$ cat config.mk
export PLATFORM = sky130hd
export DESIGN_NAME = predriver_reset_enable_control
export DESIGN_NICKNAME = d
export VERILOG_FILES = /design/src/logic/predriver_reset_enable_control.v /design/src/logic/channel_gate.v
export VERILOG_INCLUDE_DIRS = /design/src /design/src/include
export SDC_FILE = /design/constraint.sdc
export NUM_CORES = 1
export LEC_CHECK = 0
export BUFFER_PORTS_ARGS = -buffer_cell sky130_fd_sc_hd__buf_4
export CORE_AREA = 3 3 104 106
export DETAILED_ROUTE_END_ITERATION = 12
export DIE_AREA = 0 0 107 109
export PLACE_DENSITY = 0.48
export SKIP_LAST_GASP = 1
export SYNTH_ARGS = -nofsm -noshare
export SYNTH_HDL_FRONTEND = slang
export SYNTH_SLANG_ARGS = --single-unit
$ cat constraint.sdc
create_clock -name clk -period 2.33 [get_ports clk]
set_input_delay 0.1165 -clock clk [delete_from_list [all_inputs] [get_ports clk]]
set_output_delay 0.1165 -clock clk [all_outputs]
set_load 0.05 [all_outputs]
$ cat src/include/predriver_defines.vh
`ifndef PREDRIVER_DEFINES_VH
`define PREDRIVER_DEFINES_VH

// ----------------------------------------------------------------
// counts and timing
// ----------------------------------------------------------------
`define CHANNELS 6
`define CLK_PERIOD_NS 8
`define FRAME_GAP_NS 1600
`define FRAME_GAP_CYCLES ((`FRAME_GAP_NS + `CLK_PERIOD_NS - 1) / `CLK_PERIOD_NS)
`define INIT_CYCLES 16
`define INIT_CNT_W 5

// ----------------------------------------------------------------
// sequencer states
// ----------------------------------------------------------------
`define ST_RESET 2'h0
`define ST_INIT 2'h1
`define ST_RUN 2'h2

// ----------------------------------------------------------------
// register reset values
// ----------------------------------------------------------------
`define GATE_CMD_DEFAULT 6'h00
`define FAULT_LATCH_DEFAULT 6'h00

`endif

$ cat src/logic/predriver_reset_enable_control.v
`timescale 1ns/10ps
`default_nettype none
`include "predriver_defines.vh"

module predriver_reset_enable_control #(
    parameter CHANNELS = `CHANNELS,
    parameter RETRY_CYCLES = 32000
) (
    // clock and power-on reset
    input wire clk,
    input wire reset,
    input wire logic_supply,
    // host control pins
    input wire master_reset_n,
    input wire global_enable_n,
    input wire chip_select_n,
    // channel commands and fault detection
    input wire [CHANNELS-1:0] gate_cmd,
    input wire [CHANNELS-1:0] parallel_gate_in,
    input wire [CHANNELS-1:0] retry_mode,
    input wire [CHANNELS-1:0] fault_detect,
    // outputs
    output wire [CHANNELS-1:0] gate_drive_out,
    output wire [CHANNELS-1:0] fault_latched,
    output reg fault_flag_n_oe,
    output wire fault_flag_n_out,
    output reg serial_enable,
    output reg timer_clock_enable,
    output reg diag_enable,
    output reg clear_config,
    output reg send_revision,
    output reg ready
);

    // ----------------------------------------------------------------
    // sequencer
    // ----------------------------------------------------------------
    // power-up sequence, one pass per release of every reset source:
    //   reset  - held while the supply is low or master_reset_n is low;
    //            gates and enables low, clear_config and send_revision high, registers held at defaults
    //   init   - fixed count of cycles so the rest of the chip settles
    //            before the first command is obeyed
    //   run    - commands obeyed, serial port and fault flag live
    // a reset source seen in init or run drops straight back to reset.
    // the outputs do not wait for the state register: the merged live
    // term below takes the raw reset pins, so gates and enables drop at
    // the first edge that sees a pin low.
    reg [1:0] state;
    reg [1:0] next_state;
    reg [`INIT_CNT_W-1:0] init_cnt;
    wire any_reset;
    wire run;
    wire live;
    wire enabled;
    reg cs_prev;
    wire frame_end;

    // supply loss or external reset both hold the block in reset
    assign any_reset = !logic_supply || !master_reset_n;
    assign run = (state == `ST_RUN);

    // ----------------------------------------------------------------
    // merged reset and enable terms
    // ----------------------------------------------------------------
    // live: running and no reset pin asserted in this very cycle
    assign live = run && !any_reset;
    assign enabled = live && !global_enable_n;
    assign frame_end = !cs_prev && chip_select_n;
    assign fault_flag_n_out = 1'b0; // open drain only pulls low

    // next-state decode
    always @* begin
        next_state = state;
        case (state)
            `ST_RESET: begin
                if (!any_reset) begin
                    next_state = `ST_INIT;
                end
            end
            `ST_INIT: begin
                if (any_reset) begin
                    next_state = `ST_RESET;
                end else if (init_cnt == `INIT_CYCLES - 1) begin
                    next_state = `ST_RUN;
                end
            end
            `ST_RUN: begin
                if (any_reset) begin
                    next_state = `ST_RESET;
                end
            end
            default: begin
                next_state = `ST_RESET;
            end
        endcase
    end

    // state register and init counter
    always @(posedge clk or posedge reset) begin
        if (reset) begin
            state <= `ST_RESET;
            init_cnt <= {`INIT_CNT_W{1'b0}};
        end else begin
            state <= next_state;
            if (state == `ST_INIT) begin
                init_cnt <= init_cnt + 1'b1;
            end else begin
                init_cnt <= {`INIT_CNT_W{1'b0}};
            end
        end
    end

    // ----------------------------------------------------------------
    // enables to the rest of the chip
    // ----------------------------------------------------------------
    reg next_serial_enable;
    reg next_timer_clock_enable;
    reg next_diag_enable;
    reg next_clear_config;
    reg next_ready;

    // next levels: all follow the merged terms, so no output can lead
    // or trail the others by a cycle
    always @* begin
        next_serial_enable = live;
        next_timer_clock_enable = live;
        next_diag_enable = enabled;
        next_clear_config = !live;
        next_ready = live;
    end

    // registered so downstream blocks see clean levels
    always @(posedge clk or posedge reset) begin
        if (reset) begin
            serial_enable <= 1'b0;
            timer_clock_enable <= 1'b0;
            diag_enable <= 1'b0;
            clear_config <= 1'b1;
            ready <= 1'b0;
        end else begin
            serial_enable <= next_serial_enable;
            timer_clock_enable <= next_timer_clock_enable;
            diag_enable <= next_diag_enable;
            clear_config <= next_clear_config;
            ready <= next_ready;
        end
    end

    // ----------------------------------------------------------------
    // revision-first response
    // ----------------------------------------------------------------
    // cleared only at the end of the first frame after reset
    always @(posedge clk or posedge reset) begin
        if (reset) begin
            cs_prev <= 1'b1;
            send_revision <= 1'b1;
        end else begin
            cs_prev <= chip_select_n;
            if (!live) begin
                send_revision <= 1'b1;
            end else if (frame_end) begin
                send_revision <= 1'b0;
            end
        end
    end

    // ----------------------------------------------------------------
    // fault flag
    // ----------------------------------------------------------------
    // driven low while any fault latched and no frame in progress
    always @(posedge clk or posedge reset) begin
        if (reset) begin
            fault_flag_n_oe <= 1'b0;
        end else begin
            fault_flag_n_oe <= live && chip_select_n && (|fault_latched);
        end
    end

    // ----------------------------------------------------------------
    // global retry timer
    // ----------------------------------------------------------------
    // held at zero while disabled and free-running while enabled, so a retry waits up to one full period
    reg [31:0] retry_cnt;
    wire retry_tick;
    assign retry_tick = (retry_cnt == RETRY_CYCLES - 1);
    always @(posedge clk or posedge reset) begin
        if (reset) begin
            retry_cnt <= 32'h0;
        end else if (!enabled || retry_tick) begin
            retry_cnt <= 32'h0;
        end else begin
            retry_cnt <= retry_cnt + 32'h1;
        end
    end

    // ----------------------------------------------------------------
    // per-channel gate logic
    // ----------------------------------------------------------------
    // one slice per channel; each sees the merged live and enabled terms,
    // so a reset pin clears shut-down and latch state at the same edge
    genvar i;
    generate
        for (i = 0; i < CHANNELS; i = i + 1) begin : chan
            channel_gate u_gate (
                .clk(clk),
                .reset(reset),
                .run(live),
                .enabled(enabled),
                .clear_status(!live),
                .cmd_on(gate_cmd[i] | parallel_gate_in[i]),
                .fault_in(fault_detect[i]),
                .retry_mode(retry_mode[i]),
                .retry_tick(retry_tick),
                .gate(gate_drive_out[i]),
                .fault_latched(fault_latched[i])
            );
        end
    endgenerate

endmodule // predriver_reset_enable_control

`default_nettype wire

$ cat src/logic/channel_gate.v
`timescale 1ns/10ps
`default_nettype none

module channel_gate (
    // clock and reset
    input wire clk,
    input wire reset,
    // control
    input wire run,
    input wire enabled,
    input wire clear_status,
    input wire cmd_on,
    input wire fault_in,
    input wire retry_mode,
    input wire retry_tick,
    // outputs
    output reg gate,
    output reg fault_latched
);

    // fault latch: kept while disabled, cleared by resets only
    always @(posedge clk or posedge reset) begin
        if (reset) begin
            fault_latched <= 1'b0;
        end else if (enabled && fault_in) begin
            fault_latched <= 1'b1; // set wins over clear
        end else if (clear_status) begin
            fault_latched <= 1'b0;
        end
    end

    // shut-down flag; released by run low, enable low or a retry tick in retry mode
    reg shut;
    always @(posedge clk or posedge reset) begin
        if (reset) begin
            shut <= 1'b0;
        end else if (!run) begin
            shut <= 1'b0;
        end else if (enabled && fault_in) begin
            shut <= 1'b1;
        end else if (!enabled || (retry_mode && retry_tick)) begin
            shut <= 1'b0;
        end
    end

    // registered gate drive
    always @(posedge clk or posedge reset) begin
        if (reset) begin
            gate <= 1'b0;
        end else begin
            gate <= run && enabled && cmd_on && !shut && !fault_in;
        end
    end

endmodule // channel_gate

`default_nettype wire

==> metrics <==
post-synthesis sequential area ratio 0.536; routing usage on met2 0.188; RSZ-0062 raised after global routing false; Remaining Overflow, GRT 0; Final Hold Vio Count 0; synthesized cell area 2950 um^2; Max Freq approximately 500 MHz; CTS tree built; Post-DP HPWL around 4.4 mm; die area 11,700 um^2; met3 Use GR 0.0207; P&R area growth vs syn 24.7%; fin crit period 1990 ps; initial antenna violation count 0; core footprint roughly 10000 um^2; drt pass-1 iters 4; hold buffers post-CTS 13; critical path launch point type register; Final nets 384; Tcrit/Tclk final 0.855; worst flop-to-flop path endpoint retry_cnt[31]; IO Port Bufs 48; Slew @ Worst Pin 784 ps; reg2reg setup slack roughly 340 ps; Final setup viols 0; Skew-Pair Late Insertion Delay between 300 and 400 ps; multi-input combinational cell area ~1100 um^2; worst r2r src retry_cnt[0]; Reg clk slew, reported paths roughly 80 ps; largest cells by area after synthesis dfrtp_1 (51%), nor2_1 (6.5%), xnor2_1 (5.1%), buf_4 (4.1%), nor4_1 (3.0%); Wirelength per Cell approximately 13 um; Post-CTS Setup Repair Bufs 0; share of layout cells above drive strength 1 0.219; starting density of the core 0.299; Post-Route Skew 12.7 ps; Die Height roughly 110 um; final WL 6.33 mm; IO Count 50; flops & latches, synth 63; Min Hold Slack 3.37 ps; Post-Synthesis Cells around 300; Vias/cell between 4 and 5; Slew HR 0.478; Critical Path AT around 2200 ps; max-slew violation total from the final report 0; Starting DRT DRC Count 96; register area around 1600 um^2; Max-Cap Viols 0; pwr/cell area approximately 590 nW/um^2; total track usage 0.121; # DRC 0; CP Max Fanout 23; routed via count about 2,200; Synth Warn # 0; Worst setup startpoint retry_cnt[0]; CTS H-tree depth 3; clk root buf clkbuf_8; total negative slack 0 ps; Crit Path Category register to register; row count 36; total CTS buffers 9; die width 107 um; Fillers a little under 1,000; number of global-route vias before repair 2,291; share of the synthesized area in the top cell type 0.509; Mapped Avg Cell Area a little under 10 um^2; clock sink count 63; post-synth top area cell dfrtp_1; Synthesized Nets 330; Min-Delay Path Class input port to asynchronous set/reset pin; PostCTS Resize Cnt 0; peak supply drop about 0.21 mV; global route hottest layer met2; library cells used by synthesis 38; Max Root-Sink Buffers 2; first-pass GRT wire length around 11 mm; R2R cell count 6; Worst setup EP type register; grt met1 use 0.161; gpl congestion approximately 0.74; largest net degree at the start of global routing 64; post-route ant nets 0; Required @ worst endpoint between 2000 and 3000 ps; ant diodes 0; status finished, final reports clean; Leak 1.58 nW
[registers in the layout, summed over array words and instances, names as in the netlist]
signal	count
chan.u_gate.gate	6
chan.u_gate.shut	6
chan.u_gate.fault_latched	6
fault_flag_n_oe	1
init_cnt	5
clear_config	1
diag_enable	1
ready	1
retry_cnt	32
send_revision	1
state	2
cs_prev	1
[synthesized netlist by cell type (all sizes together)]
cell type	n
nor2	51
o21ai	8
ha	3
a21oi	12
inv	14
nand2b	4
nor3	8
dfstp	3
or4	2
a211oi	2
nand3b	1
and2	2
nor4b	3
dfrtp	60
clkbuf	3
and3	4
xnor2	17
nor4	15
a31oi	7
xor2	9
nand3	11
buf	20
or3	1
conb	1
o21bai	1
a41oi	1
nand4	7
nand2	20
and4	5
a221oi	1
clkinv	1
[per-stage QoR]
stage | cell area, um^2 | total power, W | util | setup slack [ps] | std cells
floorplan | 2950 | 0.00116 | - | 508 | 297
global placement | 3340 | 0.00121 | 0.339 | 396 | 460
detailed placement | 3340 | 0.00121 | 0.339 | 323 | 460
CTS | 3680 | 0.00220 | 0.373 | 313 | 489
global route | 3680 | 0.00227 | 0.373 | 156 | 489
finish | 3680 | 0.00217 | 0.373 | 338 | 489
[power by group]
group	internal (W)	leakage, nW	switching (W)
sequential	0.00110	0.868	0.00000219
clock	0.000504	0.0964	0.000461
combinational	0.0000528	0.613	0.0000498
total	0.00165	1.58	0.000513
[how the worst max path moves through the flow]
| stage | end | slack (ps) | cells past startpoint |
|---|---|---|---|
| 5_1_grt | retry_cnt[17] | 160 | 6 |
| 6_report | retry_cnt[31] | 340 | 6 |
| 3_3_place_gp | retry_cnt[13] | 400 | 6 |
| 2_1_floorplan | retry_cnt[25] | 510 | 8 |
| 3_5_place_dp | retry_cnt[22] | 320 | 6 |
| 4_1_cts | retry_cnt[17] | 310 | 6 |
[logic make-up after synthesis]
group	count (synthesis)	synth area share
and+or+nand+nor	134	0.233
DFF	63	0.536
buffers and inverters	38	0.0768
AOI/OAI and AO/OA	32	0.0624
xor gates and xnor gates	26	0.0773
adders and majority gates	3	0.0127
other	1	0.00127
[layer usage]
metal / up-vias / wire length, um
li1: 1109 / -
met1: 1084 / 2910
met2: 39 / 3110
met3: 9 / 187
met4: 0 / 125
met5: - / 0
[layout by cell type, fill, tap and decap left out, drive strengths merged, types with 8 or more instances in the layout]
cell type and n:
dfrtp 60, buf 53, nor2 51, nand2 20
xnor2 17, inv 16, nor4 15, dlygate4sd3 13
a21oi 12, nand3 11, xor2 9, clkbuf 9
o21ai 8, nor3 8
[critical path, stage by stage, from the launching register on]
cell and delay (ps):
dfrtp_1 390, ha_1 190, nand3_1 160, nand2b_2 410, nor4_4 300, nand2b_4 330, nor2_1 90
[final cells by class]
cell class	count	share of cell area
Sequential cell	63	0.430
Multi-Input combinational cell	196	0.310
Timing Repair Buffer	66	0.144
Tap cell	133	0.0453
Clock buffer	9	0.0337
Clock inverter	7	0.0218
Inverter	15	0.0153
(Power assumes the default switching activity.)
